## config.mk

```make
export PLATFORM = sky130hd
export DESIGN_NAME = drive_state_machine
export DESIGN_NICKNAME = d
export VERILOG_FILES = /design/src/logic/drive_state_pkg.sv /design/src/logic/drive_state_machine.sv
export VERILOG_INCLUDE_DIRS = /design/src /design/src/logic
export SDC_FILE = /design/constraint.sdc
export NUM_CORES = 1
export LEC_CHECK = 0
export ABC_AREA = 1
export BUFFER_PORTS_ARGS = -buffer_cell sky130_fd_sc_hd__clkbuf_2
export CAP_MARGIN = 20
export CORE_MARGIN = 2
export CORE_UTILIZATION = 55
export CTS_CLUSTER_DIAMETER = 60
export CTS_CLUSTER_SIZE = 8
export DETAILED_ROUTE_END_ITERATION = 8
export PLACE_DENSITY_LB_ADDON = 0.08
export SKIP_CTS_REPAIR_TIMING = 1
export SYNTH_ARGS = -nofsm -noshare
export SYNTH_HDL_FRONTEND = slang
export SYNTH_SLANG_ARGS = --single-unit
export TNS_END_PERCENT = 1
```

## constraint.sdc

```tcl
create_clock -name clk -period 2.5 [get_ports clk]
set_input_delay 0.5 -clock clk [delete_from_list [all_inputs] [get_ports clk]]
set_output_delay 0.5 -clock clk [all_outputs]
set_load 0.005 [all_outputs]
```

## src/logic/drive_state_regs.svh

```systemverilog
// constants of the drive operating-state machine
`ifndef DRIVE_STATE_REGS_SVH
`define DRIVE_STATE_REGS_SVH

// ==========================================
// reported state codes
`define OPST_START        4'h1
`define OPST_NOT_READY    4'h2
`define OPST_SW_ON_DIS    4'h3
`define OPST_READY        4'h4
`define OPST_SWITCHED_ON  4'h5
`define OPST_OP_ENABLED   4'h6
`define OPST_QUICK_STOP   4'h7
`define OPST_FAULT_REACT  4'h8
`define OPST_FAULT        4'h9

// ==========================================
// error classes
`define ERR_CLASS_0       3'h0
`define ERR_CLASS_1       3'h1
`define ERR_CLASS_2       3'h2
`define ERR_CLASS_3       3'h3
`define ERR_CLASS_4       3'h4

// ==========================================
// pin synchroniser
`define SYNC_PIN_COUNT    4
`define SYNC_TORQUE_A     0
`define SYNC_TORQUE_B     1
`define SYNC_LOC_EN       2
`define SYNC_LOC_FR       3

`endif

```

## src/logic/drive_state_pkg.sv

```systemverilog
// types of the drive operating-state machine
package drive_state_pkg;

    // ==========================================
    // operating states, one-hot
    typedef enum logic [8:0] {
        ST_START       = 9'h001,
        ST_NOT_READY   = 9'h002,
        ST_SW_ON_DIS   = 9'h004,
        ST_READY       = 9'h008,
        ST_SWITCHED_ON = 9'h010,
        ST_OP_ENABLED  = 9'h020,
        ST_QUICK_STOP  = 9'h040,
        ST_FAULT_REACT = 9'h080,
        ST_FAULT       = 9'h100
    } op_state_t;

    typedef logic [2:0] err_class_t;

endpackage

```

## src/logic/drive_state_machine.sv

```systemverilog
// nine-state operating-state machine of an integrated motor drive
`timescale 1ns/1ps
`include "drive_state_regs.svh"

module drive_state_machine (
    // clock and reset
    input wire logic clk,
    input wire logic rst_n,
    // initialisation progress
    input wire logic elec_init_done,
    input wire logic param_init_done,
    // monitoring
    input wire logic undervoltage,
    input wire logic encoder_test_ok,
    input wire logic speed_over_limit,
    input wire logic torque_off_input_a,
    input wire logic torque_off_input_b,
    input wire logic motor_standstill,
    input wire logic brake_fitted,
    input wire logic brake_applied,
    input wire logic fault_cause_active,
    // error reports
    input wire logic err_valid,
    input wire drive_state_pkg::err_class_t err_class,
    // fieldbus command bits
    input wire logic bus_disable,
    input wire logic bus_enable,
    input wire logic bus_quick_stop,
    input wire logic bus_fault_reset,
    // local signal inputs and their function assignment
    input wire logic local_enable_pin,
    input wire logic local_fault_reset_pin,
    input wire logic local_enable_assigned,
    input wire logic local_fault_reset_assigned,
    // drive commands
    output logic power_stage_en,
    output logic brake_release,
    output logic quick_stop_cmd,
    // status
    output logic [3:0] op_state_code,
    output logic no_fault_out,
    output logic active_out,
    output logic error_flag,
    output logic warn_flag,
    output logic safe_torque_off_trip
);
    import drive_state_pkg::*;

    // ==========================================
    // pin synchronisers, counted once stages two and three agree
    logic [`SYNC_PIN_COUNT-1:0] pin_raw;
    logic [`SYNC_PIN_COUNT-1:0] pin_s1_ff;
    logic [`SYNC_PIN_COUNT-1:0] pin_s2_ff;
    logic [`SYNC_PIN_COUNT-1:0] pin_s3_ff;
    logic [`SYNC_PIN_COUNT-1:0] pin_lvl_ff;
    logic [`SYNC_PIN_COUNT-1:0] pin_rise;
    logic [`SYNC_PIN_COUNT-1:0] pin_fall;

    assign pin_raw = {local_fault_reset_pin, local_enable_pin, torque_off_input_b, torque_off_input_a};

    genvar gi;
    generate
        for (gi = 0; gi < `SYNC_PIN_COUNT; gi = gi + 1) begin : g_sync
            always_ff @(posedge clk or negedge rst_n) begin
                if (!rst_n) begin
                    pin_s1_ff[gi] <= 1'b0;
                    pin_s2_ff[gi] <= 1'b0;
                    pin_s3_ff[gi] <= 1'b0;
                    pin_lvl_ff[gi] <= 1'b0;
                end else begin
                    pin_s1_ff[gi] <= pin_raw[gi];
                    pin_s2_ff[gi] <= pin_s1_ff[gi];
                    pin_s3_ff[gi] <= pin_s2_ff[gi];
                    if (pin_s2_ff[gi] == pin_s3_ff[gi]) begin
                        pin_lvl_ff[gi] <= pin_s3_ff[gi];
                    end
                end
            end
            assign pin_rise[gi] = (pin_s2_ff[gi] == pin_s3_ff[gi]) & pin_s3_ff[gi] & ~pin_lvl_ff[gi];
            assign pin_fall[gi] = (pin_s2_ff[gi] == pin_s3_ff[gi]) & ~pin_s3_ff[gi] & pin_lvl_ff[gi];
        end
    endgenerate

    // ==========================================
    // command edges and priorities
    logic [3:0] bus_prev_ff;
    logic [3:0] bus_rise;
    logic en_req, dis_req, qs_req, fr_req;
    logic en_eff, fr_eff;

    always_ff @(posedge clk or negedge rst_n) begin
        if (!rst_n) begin
            bus_prev_ff <= 4'h0;
        end else begin
            bus_prev_ff <= {bus_fault_reset, bus_quick_stop, bus_enable, bus_disable};
        end
    end

    // a held bit acts once; it must drop before it can act again
    assign bus_rise = {bus_fault_reset, bus_quick_stop, bus_enable, bus_disable} & ~bus_prev_ff;
    assign en_req = bus_rise[1] | (local_enable_assigned & pin_rise[`SYNC_LOC_EN]);
    assign dis_req = bus_rise[0] | (local_enable_assigned & pin_fall[`SYNC_LOC_EN]);
    assign qs_req = bus_rise[2];
    assign fr_req = bus_rise[3] | (local_fault_reset_assigned & pin_rise[`SYNC_LOC_FR]);
    assign en_eff = en_req & ~dis_req;
    assign fr_eff = fr_req & ~qs_req;

    // ==========================================
    // monitoring terms
    logic torque_ok, ready_ok, heavy_err, class1_err;
    logic torque_trip;

    assign torque_ok = pin_lvl_ff[`SYNC_TORQUE_A] & pin_lvl_ff[`SYNC_TORQUE_B];
    assign ready_ok = ~undervoltage & encoder_test_ok & ~speed_over_limit & torque_ok;
    assign heavy_err = err_valid & (err_class >= `ERR_CLASS_2) & (err_class <= `ERR_CLASS_4);
    assign class1_err = err_valid & (err_class == `ERR_CLASS_1);

    // ==========================================
    // state machine
    op_state_t state_ff, nxt_state;
    err_class_t sev_ff, nxt_sev;
    logic qs_by_err_ff, nxt_qs_by_err;
    logic brake_phase_ff, nxt_brake_phase;
    logic power_ff, nxt_power;
    logic brake_rel_ff, nxt_brake_rel;
    logic qs_cmd_ff, nxt_qs_cmd;
    logic class4_ff;

    assign torque_trip = ~torque_ok & power_ff;

    always_comb begin
        nxt_state = state_ff;
        nxt_sev = sev_ff;
        nxt_qs_by_err = qs_by_err_ff;
        nxt_brake_phase = brake_phase_ff;
        nxt_power = power_ff;
        nxt_brake_rel = brake_rel_ff;
        nxt_qs_cmd = 1'b0;
        if (heavy_err || (torque_trip && !state_ff[8])) begin
            nxt_state = ST_FAULT_REACT;
            nxt_sev = heavy_err ? err_class : `ERR_CLASS_3;
            nxt_brake_phase = 1'b0;
            if (!heavy_err || err_class != `ERR_CLASS_2) begin
                nxt_power = 1'b0;
                nxt_brake_rel = 1'b0;
            end else begin
                nxt_qs_cmd = power_ff;
            end
        end else begin
            unique case (state_ff)
                ST_START: begin
                    if (elec_init_done) nxt_state = ST_NOT_READY;
                end
                ST_NOT_READY: begin
                    if (param_init_done) nxt_state = ST_SW_ON_DIS;
                end
                ST_SW_ON_DIS: begin
                    if (ready_ok) nxt_state = ST_READY;
                end
                ST_READY: begin
                    if (undervoltage || !torque_ok || speed_over_limit) begin
                        nxt_state = ST_SW_ON_DIS;
                    end else if (en_eff) begin
                        nxt_state = ST_SWITCHED_ON;
                    end
                end
                ST_SWITCHED_ON: begin
                    if (dis_req) begin
                        nxt_state = ST_SW_ON_DIS;
                    end else begin
                        nxt_state = ST_OP_ENABLED;
                        nxt_power = 1'b1;
                        nxt_brake_rel = brake_fitted;
                    end
                end
                ST_OP_ENABLED: begin
                    if (dis_req) begin
                        nxt_state = ST_SW_ON_DIS;
                        nxt_power = 1'b0;
                        nxt_brake_rel = 1'b0;
                    end else if (class1_err || qs_req) begin
                        nxt_state = ST_QUICK_STOP;
                        nxt_qs_by_err = class1_err;
                        nxt_qs_cmd = 1'b1;
                    end
                end
                ST_QUICK_STOP: begin
                    if (dis_req) begin
                        nxt_state = ST_SW_ON_DIS;
                        nxt_power = 1'b0;
                        nxt_brake_rel = 1'b0;
                    end else if (fr_eff && qs_by_err_ff) begin
                        nxt_state = ST_OP_ENABLED;
                        nxt_qs_by_err = 1'b0;
                    end else begin
                        nxt_qs_cmd = 1'b1;
                    end
                end
                ST_FAULT_REACT: begin
                    if (sev_ff != `ERR_CLASS_2 || !power_ff) begin
                        nxt_state = ST_FAULT;
                        nxt_power = 1'b0;
                        nxt_brake_rel = 1'b0;
                    end else if (!brake_phase_ff) begin
                        nxt_qs_cmd = ~motor_standstill;
                        nxt_brake_phase = motor_standstill;
                        if (motor_standstill) nxt_brake_rel = 1'b0;
                    end else if (brake_applied || !brake_fitted) begin
                        nxt_state = ST_FAULT;
                        nxt_power = 1'b0;
                    end
                end
                ST_FAULT: begin
                    if (fr_eff && sev_ff != `ERR_CLASS_4 && !class4_ff && !fault_cause_active) begin
                        nxt_state = ST_SW_ON_DIS;
                    end
                end
            endcase
        end
    end

    // other requests fall through the case unchanged
    always_ff @(posedge clk or negedge rst_n) begin
        if (!rst_n) begin
            state_ff <= ST_START;
            sev_ff <= `ERR_CLASS_0;
            qs_by_err_ff <= 1'b0;
            brake_phase_ff <= 1'b0;
        end else begin
            state_ff <= nxt_state;
            sev_ff <= nxt_sev;
            qs_by_err_ff <= nxt_qs_by_err;
            brake_phase_ff <= nxt_brake_phase;
        end
    end

    always_ff @(posedge clk or negedge rst_n) begin
        if (!rst_n) begin
            power_ff <= 1'b0;
            brake_rel_ff <= 1'b0;
            qs_cmd_ff <= 1'b0;
        end else begin
            power_ff <= nxt_power;
            brake_rel_ff <= nxt_brake_rel;
            qs_cmd_ff <= nxt_qs_cmd;
        end
    end

    // ==========================================
    // error indication; a new report wins over a same-cycle reset
    logic err_ind_ff, warn_ind_ff;

    always_ff @(posedge clk or negedge rst_n) begin
        if (!rst_n) begin
            err_ind_ff <= 1'b0;
            warn_ind_ff <= 1'b0;
            class4_ff <= 1'b0;
        end else begin
            if (err_valid && err_class >= `ERR_CLASS_1 && err_class <= `ERR_CLASS_3) begin
                err_ind_ff <= 1'b1;
            end else if (fr_eff && !fault_cause_active) begin
                err_ind_ff <= 1'b0;
            end
            if (err_valid && err_class == `ERR_CLASS_0) begin
                warn_ind_ff <= 1'b1;
            end else if (fr_eff) begin
                warn_ind_ff <= 1'b0;
            end
            // only power-on reset clears a class 4 error
            if (err_valid && err_class == `ERR_CLASS_4) begin
                class4_ff <= 1'b1;
            end
        end
    end

    // ==========================================
    // status outputs
    logic [3:0] code_ff;

    always_ff @(posedge clk or negedge rst_n) begin
        if (!rst_n) begin
            code_ff <= `OPST_START;
        end else begin
            unique case (nxt_state)
                ST_START:       code_ff <= `OPST_START;
                ST_NOT_READY:   code_ff <= `OPST_NOT_READY;
                ST_SW_ON_DIS:   code_ff <= `OPST_SW_ON_DIS;
                ST_READY:       code_ff <= `OPST_READY;
                ST_SWITCHED_ON: code_ff <= `OPST_SWITCHED_ON;
                ST_OP_ENABLED:  code_ff <= `OPST_OP_ENABLED;
                ST_QUICK_STOP:  code_ff <= `OPST_QUICK_STOP;
                ST_FAULT_REACT: code_ff <= `OPST_FAULT_REACT;
                ST_FAULT:       code_ff <= `OPST_FAULT;
            endcase
        end
    end

    assign op_state_code = code_ff;
    assign power_stage_en = power_ff;
    assign brake_release = brake_rel_ff;
    assign quick_stop_cmd = qs_cmd_ff;
    assign no_fault_out = state_ff[3] | state_ff[4] | state_ff[5];
    assign active_out = state_ff[5];
    assign error_flag = err_ind_ff | class4_ff;
    assign warn_flag = warn_ind_ff;
    assign safe_torque_off_trip = ~torque_ok;
endmodule

```

# --- Yosys cells after proc, flatten, opt, wreduce, memory -nomap -nowiden ---
# Index checks and enable logic that the tools add are counted.
word_totals:
  register_bits: 44
  latch_bits: 0
  mem_bits_rw: 0
  romBits: 0
  inputBits: 25
  out_inout_bits: 12
  word_cells: 197
  mem_count: 0
op_classes:
  add_sub_neg: 0
  multipliers: 0
  div_mod_pow: 0
  n_lt_le_gt_ge: 4
  n_eq_ne: 39
  shift: 0
  muxes: 54
  n_bitwise: 37
  reduce_logical: 35
op_table:
  columns: ["op", "count"]
  rows:
  - ["9-bit two-way mux", 14]
  - ["9-bit case mux with 9 select lines", 1]
  - ["4-bit case mux with 9 select lines", 1]
  - ["1-bit two-way mux", 32]
  - ["1-bit AND", 19]
  - ["9-bit by 1-bit equality test with 1-bit output, second input constant", 2]
  - ["9-bit by 2-bit equality test with 1-bit output, second input constant", 2]
  - ["9-bit by 3-bit equality test with 1-bit output, second input constant", 2]
  - ["9-bit by 4-bit equality test with 1-bit output, second input constant", 2]
  - ["9-bit by 5-bit equality test with 1-bit output, second input constant", 2]
  - ["9-bit by 6-bit equality test with 1-bit output, second input constant", 2]
  - ["9-bit by 7-bit equality test with 1-bit output, second input constant", 2]
  - ["9-bit by 8-bit equality test with 1-bit output, second input constant", 2]
  - ["9-bit equality test, second input constant", 2]
  - ["4-bit != test, second input constant", 4]
  - ["6-bit AND reduction", 2]
  - ["1-bit logical AND", 10]
  - ["2-bit != test, second input constant", 5]
  - ["1-bit inverter", 10]
  - ["1-bit case mux with 3 select lines", 3]
  - ["2-bit nonzero test", 4]
  - ["1-bit logical NOT", 7]
  - ["1-bit logical OR", 7]
  - ["6-bit two-way mux", 1]
  - ["other kinds (21)", 31]

# --- Logic depth before layout (Yosys ltp) ---
logic_depth:
  depth_word: 14
  mapped_depth: 18
  depth_no_buf: 18

# --- Worst setup path before layout ---
# No wires, ideal clock.
synth_timing:
  path_type: "input to register"
  start: "input err_class[1]"
  end: "register code_ff[0] (netlist: op_state_code[0])"
  arrival_ns: 1.813
  setup_slack_ns: 0.626
  path_stages: 13
  n_path_buf: 1
  cell_sequence: "nor2_1 -> nand3_2 -> nand2_1 -> a31oi_4 -> buf_4 -> nand3_1 -> nand2_2 -> nor2_4 -> nand2_1 -> nand2_1 -> nor2_2 -> nand2_1 -> nand2_1"
synth_via:
  elab_chain_cells: 9
  word_cells_on_any_way: 22
  cone_classes: "order compare (2); eq/ne (10); mux (5); bitwise (3); reduce/logical (2)"
synth_lines:
  columns: ["element", "line", "source"]
  rows:
  - ["start: declaration", "drive_state_machine.sv:24", "input wire drive_state_pkg::err_class_t err_class,"]
  - ["3-bit by 1-bit equality test with 1-bit output (no line)", null, null]
  - ["1-bit AND", "drive_state_machine.sv:116", "assign class1_err = err_valid & (err_class == `ERR_CLASS_1);"]
  - ["1-bit logical OR", "drive_state_machine.sv:181", "end else if (class1_err || qs_req) begin"]
  - ["9-bit two-way mux", "drive_state_machine.sv:181", null]
  - ["9-bit two-way mux", "drive_state_machine.sv:177", "if (dis_req) begin"]
  - ["9-bit case mux with 9 select lines", "drive_state_machine.sv:150", "unique case (state_ff)"]
  - ["9-bit two-way mux (*)", "drive_state_machine.sv:139", "if (heavy_err || (torque_trip && !state_ff[8])) begin"]
  - ["9-bit equality test (tied with other cells)", "drive_state_machine.sv:284", "unique case (nxt_state)"]
  - ["4-bit case mux with 9 select lines (*)", "drive_state_machine.sv:284", null]
  - ["end signal: assignment", "drive_state_machine.sv:285", "ST_START: code_ff <= `OPST_START;"]
  - ["end signal: assignment", "drive_state_machine.sv:286", "ST_NOT_READY: code_ff <= `OPST_NOT_READY;"]
  - ["end signal: assignment", "drive_state_machine.sv:287", "ST_SW_ON_DIS: code_ff <= `OPST_SW_ON_DIS;"]
  - ["end: declaration", "drive_state_machine.sv:278", "logic [3:0] code_ff;"]
# Every way passes the cells marked *; elsewhere a longest branch is shown, timed or not.
# A chain may end at the register's enable or synchronous reset.

# --- Worst setup path after layout ---
layout_timing:
  start: "register state_ff[1]"
  end: "register code_ff[0] (netlist: op_state_code[0])"
layout_via:
  elab_chain_cells: 7
  word_cells_on_any_way: 34
  cone_classes: "eq/ne (18); mux (16)"
layout_lines:
  columns: ["element", "line", "source"]
  rows:
  - ["start: declaration", "drive_state_machine.sv:120", "op_state_t state_ff, nxt_state;"]
  - ["start signal: assignment", "drive_state_machine.sv:230", "state_ff <= nxt_state;"]
  - ["9-bit two-way mux", "drive_state_machine.sv:208", "end else if (brake_applied || !brake_fitted) begin"]
  - ["9-bit two-way mux", "drive_state_machine.sv:204", "end else if (!brake_phase_ff) begin"]
  - ["9-bit two-way mux", "drive_state_machine.sv:200", "if (sev_ff != `ERR_CLASS_2 || !power_ff) begin"]
  - ["9-bit case mux with 9 select lines (*)", "drive_state_machine.sv:150", null]
  - ["9-bit two-way mux (*)", "drive_state_machine.sv:139", null]
  - ["9-bit equality test (tied with other cells)", "drive_state_machine.sv:284", null]
  - ["4-bit case mux with 9 select lines (*)", "drive_state_machine.sv:284", null]
# Marked as above.

==> impl_metrics.csv <==
group,metric,value,unit
worst_setup_path,worstPathRequired,2.76,ns
timing,fin_worst_skew,0.01667,ns
timing,max_slew_margin,63.38,%
logic_synthesis,ys_ff_latch,44,
clock_network,h-tree-depth,2,
detailed_routing,drc,0,
cells_and_area,finalNetCount,422,
detailed_routing,final_antenna_net_count,0,
power_and_ir_drop,power_density,1106,mW/mm2
logic_synthesis,seq_area_frac_synth,41.80,%
cells_and_area,diodes,0,
cells_and_area,nFillCells,411,
floorplanning,start_util,56.64,%
cells_and_area,mostFrequentLayoutCell,"nand2_1",
logic_synthesis,synthesis.nets,376,
floorplanning,core_area,0.004661,mm2
detailed_routing,drt_iter0_drc,189,
floorplanning,dieWidth,73.28,um
power_and_ir_drop,ir_worst_vdd,0.7317,mV
detailed_routing,wire_per_inst,12.92,um
global_routing,antenna_found_initial,0,
power_and_ir_drop,p_leak,1.687,nW
timing,min_period_over_period,88.72,%
worst_setup_path,critPathLaunchType,"register",
detailed_routing,wl,5800,um
floorplanning,die_height,73.28,um
cells_and_area,drive_gt1_share,24.56,%
cells_and_area,final_cell_mix,"nand2_1, nor2_1, inv_1, dfrtp_1, nand3_1",
clock_network,cts_buffers,5,
logic_synthesis,netlist_instances,348,
global_routing,grt_pass1_vias,2282,
place,place_congestion,0.9107,
place,hpwlAfterDp,4565,um
logic_synthesis,yosysWarnings,0,
logic_synthesis,synthDominantCellAreaShare,39.81,%
logic_synthesis,yosys.area.top_type,"dfrtp_1",
global_routing,grt_overflow,0,
logic_synthesis,ys_types,31,
outcome,outcome,"complete, no violations",
worst_setup_path,cp_max_fo,7,
run,maxCapViolations,0,
global_routing,grt_max_degree,45,
timing,fin_crit,2.218,ns
power_and_ir_drop,power,3.360,mW
timing,tightestPinTransition,0.5493,ns
worst_setup_path,endpoint_kind,"register",
place,port_buffers,36,
global_routing,grt_pass1_wl,9936,um
cells_and_area,syn2layout_area_growth,15.07,%
logic_synthesis,syn_area,0.002640,mm2
cells_and_area,fin_util,65.18,%
timing,fin_ws,0.2821,ns
global_routing,track_usage,24.53,%
cells_and_area,design_area,0.003038,mm2
clock_network,clkSlewWorstSetupHoldPaths,0.10,ns
detailed_routing,vias_per_cell,5.238,
floorplanning,rows,25,
timing,slew_viol_final,0,
logic_synthesis,syn_area_per_cell,7.586,um2
place,dpl_cell_area,0.002923,mm2
timing,setup_viol,0,
timing,finalHoldViolations,0,
worst_hold_path,hold_class,"input pin to asynchronous set/reset pin",
clock_network,cts_tree,"done",
clock_network,clkLatencyLatePin,0.32,ns
worst_setup_path,arrival,2.47,ns
worst_setup_path,critPathKind,"register to register",
timing,rsz0062_at_grt,"false",
floorplanning,dieArea,0.005370,mm2
clock_network,cts_buffer_depth,2,
timing,fmax,450.9,MHz
timing,setup_tns,0,ns
floorplanning,pin_count,37,
place,dp_slack,0.2861,ns
detailed_routing,vias,2352,
worst_setup_path,reg2reg_slack,0.28,ns
clock_network,cts_root_buffer,"clkbuf_8",
detailed_routing,firstDrtPassIters,4,
clock_network,clock_sinks,44,
logic_synthesis,ys_top_cells_by_area,"dfrtp_1, nand2_1, nand3_1, nor2_1, inv_1",
==> critical path, cell delays in order (launching register included) <==
cell and delay [ns]:
dfrtp_1 0.45, nor2_2 0.19, nand2_4 0.11, nor2_1 0.13, nand2_2 0.10, nor2_1 0.17, nand2_1 0.16, nand2_1 0.10
nand2_1 0.05, nand3_1 0.07, nand2_2 0.09, nand2_2 0.10, nor2_4 0.05, nand2_1 0.08, nand2_1 0.07, nor2_2 0.13
nand2_1 0.06, nand2_1 0.05
==> final timing paths <==
path                                        start                    endpoint  cells after the start
min                                         rst_n       state_ff[6]$_DFF_PN0_                      2
min in group clk                 local_enable_pin      pin_s1_ff[2]$_DFF_PN0_                      1
max                         state_ff[1]$_DFF_PN0_  op_state_code[0]$_DFF_PN1_                     17
min reg2reg                pin_s1_ff[2]$_DFF_PN0_      pin_s2_ff[2]$_DFF_PN0_                      0
max reg2reg                 state_ff[1]$_DFF_PN0_  op_state_code[0]$_DFF_PN1_                     17
max in group asynchronous                   rst_n  op_state_code[0]$_DFF_PN1_                      2
==> stage by stage <==
step,hold WS [ns],cells
2_1_floorplan,0.2044,348
3_3_place_gp,0.3327,441
3_5_place_dp,0.3373,441
4_1_cts,0.2767,449
5_1_grt,0.2853,449
6_report,0.2449,449
==> cell type report <==
type	count	area, um2	share of cell area, %
Multi-Input combinational cell	248	1323	43.53
Sequential cell	44	1104	36.33
Timing Repair Buffer	40	222.7	7.331
Inverter	55	206.4	6.796
Clock buffer	5	68.82	2.265
Tap cell	54	67.56	2.224
Clock inverter	3	46.29	1.524
==> cell usage after synthesis (all sizes together) <==
| cell | count |
|---|---|
| a32o | 1 |
| clkinv | 2 |
| o22ai | 1 |
| a31o | 1 |
| nand2 | 94 |
| or2 | 1 |
| maj3 | 2 |
| o211ai | 1 |
| nand3 | 47 |
| nand4 | 4 |
| a31oi | 1 |
| dfstp | 2 |
| nand3b | 2 |
| nor3 | 7 |
| nor2 | 65 |
| o21ai | 8 |
| inv | 53 |
| a21oi | 10 |
| buf | 1 |
| dfrtp | 42 |
| ha | 3 |
==> cells by family (layout without fill, tap and decap cells) <==
group                    count (synthesis)  in the layout  share of synthesized area [%]
AND/OR/NAND/NOR                        220            220                          42.32
flip-flops                              44             44                          41.80
buffers and inverters                   56            103                          8.104
adder cells (fa/ha/maj)                  5              5                          2.180
AO/OA/AOI/OAI                           23             23                          5.593
==> sequential cells by signal, indices dropped and copies added, names as in the netlist, 3 cells and up <==
| name | cells |
|---|---|
| state_ff | 9 |
| bus_prev_ff | 4 |
| op_state_code | 4 |
| pin_lvl_ff | 4 |
| pin_s1_ff | 4 |
| pin_s2_ff | 4 |
| pin_s3_ff | 4 |
| sev_ff | 3 |
==> metal layers <==
| metal | global-route usage, % | wire [um] | vias up |
|---|---|---|---|
| met1 | 30.89 | 2445 | 1075 |
| met3 | 5.487 | 379 | 10 |
| met2 | 40.94 | 2858 | 78 |
| li1 | - | - | 1189 |
| met5 | 0 | 0 | - |
| met4 | 9.671 | 116 | 0 |
==> power breakdown <==
group | internal [mW] | switching (mW)
Clock | 0.301 | 0.276
Combinational | 0.641 | 1.19
Sequential | 0.847 | 0.102
No activity file was read; power rests on OpenSTA's default activity.
